**src/etr_cfg.svh**
```systemverilog
/*
 * Offsets, field positions, reset values and widths of the ECC test
 * result readout block.
 * Assumes it is included by bare name from files under src/.
 */
`ifndef ETR_CFG_SVH
`define ETR_CFG_SVH

// ************************************************************
// register indices; byte address is four times the index
// ************************************************************
`define ETR_IDX_BYTE6      10'h2B6
`define ETR_IDX_BYTE7      10'h2B7
`define ETR_IDX_BYTE8      10'h2B8
`define ETR_IDX_CORRECTED_ERROR_BLOCK_ADDR    10'h2B9
`define ETR_IDX_EVT_STAT   10'h2C0
`define ETR_IDX_EVT_MASK   10'h2C1
`define ETR_IDX_INFO       10'h2C2

// ************************************************************
// widths and reset values
// ************************************************************
`define ETR_ADDR_W         12
`define ETR_DATA_W         32
`define ETR_BYTE_W         8
`define ETR_NUM_EVT        4
`define ETR_BYTE_RST       8'h00
`define ETR_EVT_RST        4'h0
`define ETR_MASK_RST       4'h0

// ************************************************************
// event status / mask bit positions
// ************************************************************
`define ETR_EVT_DEC_DONE   0
`define ETR_EVT_ENC_DONE   1
`define ETR_EVT_SEC_CAP    2
`define ETR_EVT_SEC_OVWR   3

// ************************************************************
// info register bit positions
// ************************************************************
`define ETR_INFO_MODE      0
`define ETR_INFO_SEC_FLAG  1
`define ETR_INFO_HELD      2

`endif

```
**src/etr_pkg.sv**
```systemverilog
/*
 * Types shared by the ECC test result readout block.
 * Assumes etr_cfg.svh supplies the numeric constants.
 */
`default_nettype none

package etr_pkg;

   // ************************************************************
   // self-test direction selected by software
   // ************************************************************
   typedef enum logic {
      ETR_MODE_DECODE = 1'b0,
      ETR_MODE_ENCODE = 1'b1
   } etr_mode_t;

   // ************************************************************
   // apb slave phase
   // ************************************************************
   typedef enum logic [1:0] {
      ETR_APB_IDLE   = 2'b00,
      ETR_APB_ACCESS = 2'b01
   } etr_apb_state_t;

endpackage : etr_pkg

`default_nettype wire

```
**src/etr_readout.sv**
```systemverilog
/*
 * ECC self-test result readout: holds the upper result bytes of the
 * encoder/decoder self-test and the last corrected-error block
 * address, readable over APB, with event status, mask and interrupt.
 * Assumes the self-test engine and the memory corrector run on
 * clock_i and give one-cycle strobes; the APB master follows the
 * usual setup/access protocol.
 */
// Decided for this implementation: the APB slave port.
`include "etr_cfg.svh"

`default_nettype none

module etr_readout #(
   parameter int ADDR_W = `ETR_ADDR_W,
   parameter int DATA_W = `ETR_DATA_W
) (
   input  wire logic              clock_i,
   input  wire logic              resetn_i,
   // apb slave
   input  wire logic              psel_i,
   input  wire logic              penable_i,
   input  wire logic              pwrite_i,
   input  wire logic [ADDR_W-1:0] paddr_i,
   input  wire logic [DATA_W-1:0] pwdata_i,
   output logic      [DATA_W-1:0] prdata_o,
   output logic                   pready_o,
   output logic                   pslverr_o,
   // self-test engine
   input  wire logic              test_result_valid_i,
   input  wire logic              encode_decode_select_i,
   input  wire logic [23:0]       test_result_upper_i,
   // memory corrector
   input  wire logic              sec_event_i,
   input  wire logic [7:0]        sec_block_i,
   input  wire logic              single_error_detected_flag_i,
   // interrupt
   output logic                   irq_o
);

   // ************************************************************
   // address map
   // ************************************************************
   localparam logic [ADDR_W-1:0] A_BYTE6 =
      ADDR_W'({`ETR_IDX_BYTE6, 2'b00});
   localparam logic [ADDR_W-1:0] A_BYTE7 =
      ADDR_W'({`ETR_IDX_BYTE7, 2'b00});
   localparam logic [ADDR_W-1:0] A_BYTE8 =
      ADDR_W'({`ETR_IDX_BYTE8, 2'b00});
   localparam logic [ADDR_W-1:0] A_CORRECTED_ERROR_BLOCK_ADDR =
      ADDR_W'({`ETR_IDX_CORRECTED_ERROR_BLOCK_ADDR, 2'b00});
   localparam logic [ADDR_W-1:0] A_EVT_STAT =
      ADDR_W'({`ETR_IDX_EVT_STAT, 2'b00});
   localparam logic [ADDR_W-1:0] A_EVT_MASK =
      ADDR_W'({`ETR_IDX_EVT_MASK, 2'b00});
   localparam logic [ADDR_W-1:0] A_INFO =
      ADDR_W'({`ETR_IDX_INFO, 2'b00});

   localparam int BW = `ETR_BYTE_W;
   localparam int NE = `ETR_NUM_EVT;

   // ************************************************************
   // declarations
   // ************************************************************
   etr_pkg::etr_apb_state_t apb_state_q;
   etr_pkg::etr_apb_state_t apb_state_d;

   logic [BW-1:0]     byte6_q;
   logic [BW-1:0]     byte7_q;
   logic [BW-1:0]     byte8_q;
   logic [BW-1:0]     corrected_error_block_addr_q;
   logic [NE-1:0]     evt_status;
   logic [NE-1:0]     evt_mask_q;
   logic [NE-1:0]     evt_set;
   logic [NE-1:0]     evt_clr;
   logic              mode_q;
   logic              held_q;
   logic              sec_flag_q;

   wire               setup_phase;
   wire               access_phase;
   wire               wr_commit;
   wire               dec_done;
   wire               enc_done;
   wire               byte8_clear;
   wire               sec_overwrite;
   wire               hit_byte6;
   wire               hit_byte7;
   wire               hit_byte8;
   wire               hit_corrected_error_block_addr;
   wire               hit_evt_stat;
   wire               hit_evt_mask;
   wire               hit_info;
   wire               hit_any;
   wire [DATA_W-1:0]  rd_mux;
   wire [DATA_W-1:0]  info_word;

   // ************************************************************
   // self-test result capture
   // ************************************************************
   // direction of the finished test decides which bytes are live
   assign dec_done = test_result_valid_i &
                     (encode_decode_select_i ==
                      etr_pkg::ETR_MODE_DECODE);
   assign enc_done = test_result_valid_i &
                     (encode_decode_select_i ==
                      etr_pkg::ETR_MODE_ENCODE);

   // decoder results end at byte seven, so byte eight is cleared
   // to avoid a stale encoder byte being mistaken for part of it
   assign byte8_clear = dec_done;

   // bytes six and seven belong to both directions
   etr_byte_hold #(
      .W (BW)
   ) u_byte6 (
      .clock_i  (clock_i),
      .resetn_i (resetn_i),
      .load_i   (test_result_valid_i),
      .clear_i  (1'b0),
      .data_i   (test_result_upper_i[7:0]),
      .q_o      (byte6_q)
   );

   etr_byte_hold #(
      .W (BW)
   ) u_byte7 (
      .clock_i  (clock_i),
      .resetn_i (resetn_i),
      .load_i   (test_result_valid_i),
      .clear_i  (1'b0),
      .data_i   (test_result_upper_i[15:8]),
      .q_o      (byte7_q)
   );

   // ninth byte carries data only for the encoder test
   etr_byte_hold #(
      .W (BW)
   ) u_byte8 (
      .clock_i  (clock_i),
      .resetn_i (resetn_i),
      .load_i   (enc_done),
      .clear_i  (byte8_clear),
      .data_i   (test_result_upper_i[23:16]),
      .q_o      (byte8_q)
   );

   // ************************************************************
   // corrected-error block address
   // ************************************************************
   // newest correction always replaces the older address
   etr_byte_hold #(
      .W (BW)
   ) u_corrected_error_block_addr (
      .clock_i  (clock_i),
      .resetn_i (resetn_i),
      .load_i   (sec_event_i),
      .clear_i  (1'b0),
      .data_i   (sec_block_i),
      .q_o      (corrected_error_block_addr_q)
   );

   // a second correction while the flag is still up loses history
   assign sec_overwrite = sec_event_i & sec_flag_q;

   // mode of last result, result-held marker, detect flag copy
   always_ff @(posedge clock_i or negedge resetn_i) begin
      if (!resetn_i) begin
         mode_q     <= 1'b0;
         held_q     <= 1'b0;
         sec_flag_q <= 1'b0;
      end else begin
         if (test_result_valid_i) begin
            mode_q <= encode_decode_select_i;
            held_q <= 1'b1;
         end
         sec_flag_q <= single_error_detected_flag_i;
      end
   end

   // ************************************************************
   // event status, mask and interrupt
   // ************************************************************
   assign evt_set = {sec_overwrite, sec_event_i, enc_done, dec_done};
   assign evt_clr = (wr_commit & hit_evt_stat) ?
                    pwdata_i[NE-1:0] : {NE{1'b0}};

   etr_sticky_bank #(
      .N (NE)
   ) u_events (
      .clock_i  (clock_i),
      .resetn_i (resetn_i),
      .set_i    (evt_set),
      .clr_i    (evt_clr),
      .mask_i   (evt_mask_q),
      .status_o (evt_status),
      .irq_o    (irq_o)
   );

   // mask is the only register software can load
   always_ff @(posedge clock_i or negedge resetn_i) begin
      if (!resetn_i) begin
         evt_mask_q <= `ETR_MASK_RST;
      end else if (wr_commit && hit_evt_mask) begin
         evt_mask_q <= pwdata_i[NE-1:0];
      end
   end

   // ************************************************************
   // apb address decode
   // ************************************************************
   assign hit_byte6    = (paddr_i == A_BYTE6);
   assign hit_byte7    = (paddr_i == A_BYTE7);
   assign hit_byte8    = (paddr_i == A_BYTE8);
   assign hit_corrected_error_block_addr  = (paddr_i == A_CORRECTED_ERROR_BLOCK_ADDR);
   assign hit_evt_stat = (paddr_i == A_EVT_STAT);
   assign hit_evt_mask = (paddr_i == A_EVT_MASK);
   assign hit_info     = (paddr_i == A_INFO);
   assign hit_any      = hit_byte6 | hit_byte7 | hit_byte8 |
                         hit_corrected_error_block_addr | hit_evt_stat | hit_evt_mask |
                         hit_info;

   assign info_word = DATA_W'({held_q, sec_flag_q, mode_q});

   // narrow registers sit in the low bits, upper bits read zero
   assign rd_mux =
      hit_byte6    ? DATA_W'(byte6_q)    :
      hit_byte7    ? DATA_W'(byte7_q)    :
      hit_byte8    ? DATA_W'(byte8_q)    :
      hit_corrected_error_block_addr  ? DATA_W'(corrected_error_block_addr_q)  :
      hit_evt_stat ? DATA_W'(evt_status) :
      hit_evt_mask ? DATA_W'(evt_mask_q) :
      hit_info     ? info_word           :
                     {DATA_W{1'b0}};

   // ************************************************************
   // apb handshake
   // ************************************************************
   assign setup_phase  = psel_i & ~penable_i;
   assign access_phase = psel_i & penable_i &
                         (apb_state_q == etr_pkg::ETR_APB_ACCESS);
   // writes land only at the completing edge; result bytes and the
   // block address have no write path at all
   assign wr_commit    = access_phase & pwrite_i;

   // one wait-free access: pready rises for the cycle after setup
   always_comb begin
      apb_state_d = apb_state_q;
      case (apb_state_q)
         etr_pkg::ETR_APB_IDLE: begin
            if (setup_phase) begin
               apb_state_d = etr_pkg::ETR_APB_ACCESS;
            end
         end
         etr_pkg::ETR_APB_ACCESS: begin
            apb_state_d = etr_pkg::ETR_APB_IDLE;
         end
         default: begin
            apb_state_d = etr_pkg::ETR_APB_IDLE;
         end
      endcase
   end

   always_ff @(posedge clock_i or negedge resetn_i) begin
      if (!resetn_i) begin
         apb_state_q <= etr_pkg::ETR_APB_IDLE;
      end else begin
         apb_state_q <= apb_state_d;
      end
   end

   // answer registered at setup so the outputs come from flops
   always_ff @(posedge clock_i or negedge resetn_i) begin
      if (!resetn_i) begin
         pready_o  <= 1'b0;
         pslverr_o <= 1'b0;
         prdata_o  <= '0;
      end else if (apb_state_q == etr_pkg::ETR_APB_IDLE &&
                   setup_phase) begin
         pready_o  <= 1'b1;
         pslverr_o <= ~hit_any;
         prdata_o  <= pwrite_i ? {DATA_W{1'b0}} : rd_mux;
      end else begin
         pready_o  <= 1'b0;
         pslverr_o <= 1'b0;
         prdata_o  <= '0;
      end
   end

endmodule : etr_readout

`default_nettype wire

```
**src/etr_byte_hold.sv**
```systemverilog
/*
 * One read-only capture register: loads on a strobe, clears on a
 * second strobe, zero after reset.
 * Assumes load and clear come from logic on the same clock.
 */
`default_nettype none

module etr_byte_hold #(
   parameter int W = 8
) (
   input  wire logic         clock_i,
   input  wire logic         resetn_i,
   input  wire logic         load_i,
   input  wire logic         clear_i,
   input  wire logic [W-1:0] data_i,
   output logic      [W-1:0] q_o
);

   // load wins over clear so a fresh result is never dropped
   always_ff @(posedge clock_i or negedge resetn_i) begin
      if (!resetn_i) begin
         q_o <= '0;
      end else if (load_i) begin
         q_o <= data_i;
      end else if (clear_i) begin
         q_o <= '0;
      end
   end

endmodule : etr_byte_hold

`default_nettype wire

```
**src/etr_sticky_bank.sv**
```systemverilog
/*
 * Sticky event bits cleared by write-one, gated by a mask onto one
 * registered level interrupt.
 * Assumes set, clear and mask come from logic on the same clock.
 */
`default_nettype none

module etr_sticky_bank #(
   parameter int N = 4
) (
   input  wire logic         clock_i,
   input  wire logic         resetn_i,
   input  wire logic [N-1:0] set_i,
   input  wire logic [N-1:0] clr_i,
   input  wire logic [N-1:0] mask_i,
   output logic      [N-1:0] status_o,
   output logic              irq_o
);

   logic [N-1:0] status_d;

   // set beats clear in the same cycle: no event is lost
   assign status_d = (status_o & ~clr_i) | set_i;

   // irq follows the new status so it tracks status with no lag
   always_ff @(posedge clock_i or negedge resetn_i) begin
      if (!resetn_i) begin
         status_o <= '0;
         irq_o    <= 1'b0;
      end else begin
         status_o <= status_d;
         irq_o    <= |(status_d & mask_i);
      end
   end

endmodule : etr_sticky_bank

`default_nettype wire

```
**config.mk**
```make
export PLATFORM = sky130hd
export DESIGN_NAME = etr_readout
export DESIGN_NICKNAME = d
export VERILOG_FILES = /design/src/etr_pkg.sv /design/src/etr_readout.sv /design/src/etr_byte_hold.sv /design/src/etr_sticky_bank.sv
export VERILOG_INCLUDE_DIRS = /design/src /design/src/src
export SDC_FILE = /design/constraint.sdc
export NUM_CORES = 1
export LEC_CHECK = 0
export BUFFER_PORTS_ARGS = -buffer_cell sky130_fd_sc_hd__buf_2
export CORE_ASPECT_RATIO = 0.5
export CORE_MARGIN = 4
export CORE_UTILIZATION = 48
export DETAILED_ROUTE_END_ITERATION = 10
export GPL_TIMING_DRIVEN = 0
export PLACE_DENSITY_LB_ADDON = 0.05
export SLEW_MARGIN = 15
export SYNTH_ARGS = -nofsm -noshare
export SYNTH_HDL_FRONTEND = slang
export SYNTH_SLANG_ARGS = --single-unit
```
**constraint.sdc**
```tcl
create_clock -name clock_i -period 1.8 [get_ports clock_i]
set_input_delay 0.36 -clock clock_i [delete_from_list [all_inputs] [get_ports clock_i]]
set_output_delay 0.36 -clock clock_i [all_outputs]
set_load 0.005 [all_outputs]
```
# Yosys cells after proc, flatten, opt, wreduce, memory -nomap -nowiden
# Index checks and enable logic that the tools add are counted.
# op_classes
bitwise_logic	21
eq_ne	9
muxes	16
reduce_logical	5
# ops
operator	n
$eq 12x12->1 const B	7
$mux 8	8
$mux 4	3
$and 1x1->1	8
$and 4x4->4	2
$or 1x1->1	6
$mux 2	2
$not 4->4	1
$or 4x4->4	1
$reduce_or 4->1	1
$mux 3	1
$not 1->1	3
$eq 2x1->1 const B	1
$logic_and 1x1->1	2
$logic_not 2->1	1
$mux 1	2
$ne 2x2->1 const B	1
$reduce_bool 2->1	1
# totals
inputBits	85
wordCells	65
output_inout_bits	35
ff_bits	80

# Logic depth before layout (Yosys ltp)
# depth
word_depth	10
mapped_depth	7

# Cells and area by module
# A second synthesis with hierarchy kept.
# hier_totals
cells_unflattened	242
hier_area_um2	2849.0
# by_module_without_submodules
module	area_per_inst_um2	cells_per_inst	instances
etr_readout	1426.4	152	1
etr_byte_hold	301.5	18	4
etr_sticky_bank	216.5	18	1

# Worst setup path after synthesis
# No wires, ideal clock.
# synth_timing
path_type	input port to flip-flop
start	input paddr_i[2]
end	register u_events.irq_o
setup_slack_ps	50
stages	7
n_path_buf	2
t_arrival_ps	1624
t_required_ps	1674
path_cell_list	buf_6 > nor4_4 > and4_1 > buf_4 > nand2_1 > a22o_1 > a221o_1
# synth_via
elab_chain_cells	8
# synth_lines
item	line	source
start, declared	etr_readout.sv:24	input wire logic [ADDR_W-1:0] paddr_i,
$eq 12x12->1	etr_readout.sv:216	assign hit_evt_stat = (paddr_i == A_EVT_STAT);
$and 1x1->1	etr_readout.sv:185	assign evt_clr = (wr_commit & hit_evt_stat) ?
$mux 4	etr_readout.sv:185	
$not 4->4	etr_sticky_bank.sv:23	assign status_d = (status_o & ~clr_i) | set_i;
$and 4x4->4	etr_sticky_bank.sv:23	
$or 4x4->4	etr_sticky_bank.sv:23	
named net u_events.status_d[0]	etr_sticky_bank.sv:20	logic [N-1:0] status_d;
$and 4x4->4	etr_sticky_bank.sv:32	irq_o <= |(status_d & mask_i);
$reduce_or 4->1	etr_sticky_bank.sv:32	
end signal, assigned	etr_sticky_bank.sv:32	
end, declared	etr_sticky_bank.sv:17	output logic irq_o
# The timed path passes the listed nets, and every way through them passes these cells.
# A chain may end at the register's enable or synchronous reset.

# Final worst setup path
# layout_timing
start	register apb_state_q[0]
end	register prdata_o[6]
# layout_via
elab_chain_cells	3
# layout_lines
item	line	source
start, declared	etr_readout.sv:65	etr_pkg::etr_apb_state_t apb_state_q;
start signal, assigned	etr_readout.sv:266	apb_state_q <= etr_pkg::ETR_APB_IDLE;
start signal, assigned	etr_readout.sv:268	apb_state_q <= apb_state_d;
$logic_not 2->1	etr_readout.sv:278	end else if (apb_state_q == etr_pkg::ETR_APB_IDLE &&
$logic_and 1x1->1	etr_readout.sv:278	
$mux 8	etr_readout.sv:278	
end signal, assigned	etr_readout.sv:282	prdata_o <= pwrite_i ? {DATA_W{1'b0}} : rd_mux;
end, declared	etr_readout.sv:26	output logic [DATA_W-1:0] prdata_o,
# Every way passes these cells.

==> flow_summary.ini <==
[placement]
dp_hpwl_um = 5020
port-buffer-count = 63
gp_congestion = 0.850
placement.setup.worst_slack_ns = -0.181
dpl_cell_area_um2 = 3300

[power_and_ir_drop]
powerDensity_nw_per_um2 = 762
power.leakage_nw = 1.65
worst_ir_drop_vdd_mv = 0.471
p_total_w = 0.00264

[floorplanning]
num_rows = 19
die-area_um2 = 7220
die_y_um = 62.1
die_x_um = 116
start_util = 0.505
core_area_um2 = 5560
ios = 120

[synth]
yosysWarnings = 0
ys_seq_area_frac = 0.490
dominantRegCellSynth = dfrtp_1
ys_ff_latch = 55
netlist_area_um2 = 2810
synth_xor_area_frac = 0.00312
synthSimpleGateAreaFrac = 0.147
synth_top_family_by_area = simple AND/OR/NAND/NOR gates
synth_cell_types = 47
yosys-mux-area-fraction = 0.135
synth-compound-area-share = 0.115
postSynthAreaPerCell_um2 = 11.0
synthCells = 256
async_reset_ff_frac = 1.00
synthAdderAreaFrac = 0
synth_edf_count = 0

[clock_network]
post_cts_buffers = 0
cts_hold_buf = 0
clockBufferDepth = 2
numCtsBuffers = 5
insertion_delay_ns = 0.30
clockRootBuffer = clkbuf_16
cts.sinks = 55
ctsHtreeMaxLevel = 2
ctsResizeCount = 2
cts_tree = built
clk_pin_slew_ns = 0.07

[global_routing]
grt_overflow = 0
antenna_found_initial = 0
grt_pass1_wl_um = 10500
grt_max_degree = 56
grt_usage = 0.184
grt_pass1_vias = 2188

[critical_path]
required_ns = 2.04
crit_fanout = 4
cp_data_arrival_time_ns = 1.94
critPathCaptureType = flip-flop
crit_type = flip-flop to flip-flop
start_kind = flip-flop
r2r_slack_ns = 0.1

[sta]
fmax_ghz = 0.588
finalHoldViolCount = 0
post-route-period-util = 0.945
skew_ns = 0.00447
setup_violations = 0
period_needed_ns = 1.70
worst_pin_slew_ns = 0.712
rsz0062_at_grt = no
max_slew_margin = 0.522
setup_ws_ns = 0.0983
finalMaxSlewViolations = 0
setup_tns_ns = 0

[cells_and_area]
postLayoutCoreUtil = 0.622
layout.nets = 434
fin_area_um2 = 3460
drive_gt1_frac = 0.404
multiInputGateArea_um2 = 1230
syn_to_final_growth_pct = 23.1
area.sequential_um2 = 1380
diodes = 0
fill_cells = 502

[routing]
routed_wl_um = 6530
post_drt_wl_per_cell_um = 15.5
viasPerCell = 5.18
dr.first_iter.drc_count = 111
drc_errors = 0
ant_nets = 0
firstDrtPassIters = 4
via_count = 2184

[run]
drv_cap = 0

[min_path]
hold_path_class = primary input to asynchronous set/reset pin

[run_status]
status = complete, no violations
-- layer usage --
| layer | wire length [um] | vias up | track usage |
|---|---|---|---|
| met3 | 539 | 7 | 0.0572 |
| met1 | 3100 | 1047 | 0.259 |
| met5 | 0 | - | 0 |
| li1 | - | 1055 | - |
| met4 | 44 | 0 | 0.0347 |
| met2 | 2850 | 75 | 0.281 |
-- cells in the mapped netlist, types with 3 or more instances --
| library cell | count | area, um^2 |
|---|---|---|
| nor2_1 | 12 | 45.0 |
| o21ai_0 | 16 | 80.1 |
| a21oi_1 | 5 | 25.0 |
| a221o_1 | 4 | 40.0 |
| o22ai_1 | 4 | 25.0 |
| dfrtp_1 | 55 | 1380 |
| mux2i_1 | 3 | 30.0 |
| nor3_1 | 3 | 15.0 |
| or4_1 | 3 | 22.5 |
| and3_1 | 3 | 18.8 |
| nand2_1 | 16 | 60.1 |
| o31ai_1 | 4 | 30.0 |
| a31oi_1 | 3 | 18.8 |
| clkbuf_1 | 5 | 18.8 |
| nand3_1 | 5 | 25.0 |
| inv_1 | 14 | 52.6 |
| buf_4 | 26 | 195 |
| a22oi_1 | 3 | 22.5 |
| mux2_2 | 31 | 349 |
| nor4_1 | 3 | 18.8 |
-- critical path: stages (launching register included) --
cell,delay (ns)
dfrtp_1,0.37
or3b_2,0.51
inv_1,0.10
nand2b_1,0.18
nor4_4,0.27
a221o_1,0.21
-- path summary, 6_finish.rpt --
kind / start / end / cells after the start
max: apb_state_q[0] / prdata_o[6] / 5
max reg2reg: apb_state_q[0] / prdata_o[6] / 5
max in group asynchronous: resetn_i / apb_state_q[0] / 1
min reg2reg: held_q / held_q / 1
min in group clock_i: single_error_detected_flag_i / sec_flag_q / 1
min: resetn_i / u_byte7.q_o[7] / 1
-- state kept, by name, indices dropped and copies added, names as in the netlist, 4 cells and up --
signal and count:
evt_mask_q 4, prdata_o 8, u_byte6.q_o 8, u_byte7.q_o 8, u_byte8.q_o 8, u_corrected_error_block_addr.q_o 8, u_events.status_o 4
-- through the flow --
step	instances	hold slack (ns)
6_report	422	0.110
5_1_grt	422	0.172
4_1_cts	422	0.169
3_5_place_dp	415	0.449
3_3_place_gp	415	0.452
2_1_floorplan	279	0.0644
-- cell families after synthesis --
group	count (synthesis)
DFF	55
other	1
AOI/OAI and AO/OA	48
and+or+nand+nor	66
muxes	34
xor gates and xnor gates	1
buffers and inverters	51
-- placed cells by master (no fill, tap or decap), types with 11 or more instances in the layout --
master,instances
buf_2,64
dfrtp_1,55
mux2_2,31
buf_4,27
conb_1,24
nand2_1,16
o21ai_0,16
inv_1,14
nor2_1,11
-- layout make-up --
class                           instances  share of cell area
Buffer                                 37              0.0734
Clock buffer                            5              0.0362
Clock inverter                          2             0.00470
Inverter                               14              0.0152
Multi-Input combinational cell        173               0.354
Sequential cell                        55               0.398
Tap cell                               73              0.0264
Timing Repair Buffer                   63              0.0919
-- report_power, final --
part / internal [W] / total [W] / leakage (nW) / switching [W]
Clock: 0.000514 / 0.000959 / 0.0663 / 0.000446
Sequential: 0.00131 / 0.00135 / 0.673 / 0.0000418
Combinational: 0.000166 / 0.000324 / 0.907 / 0.000158
(Power assumes the default switching activity.)
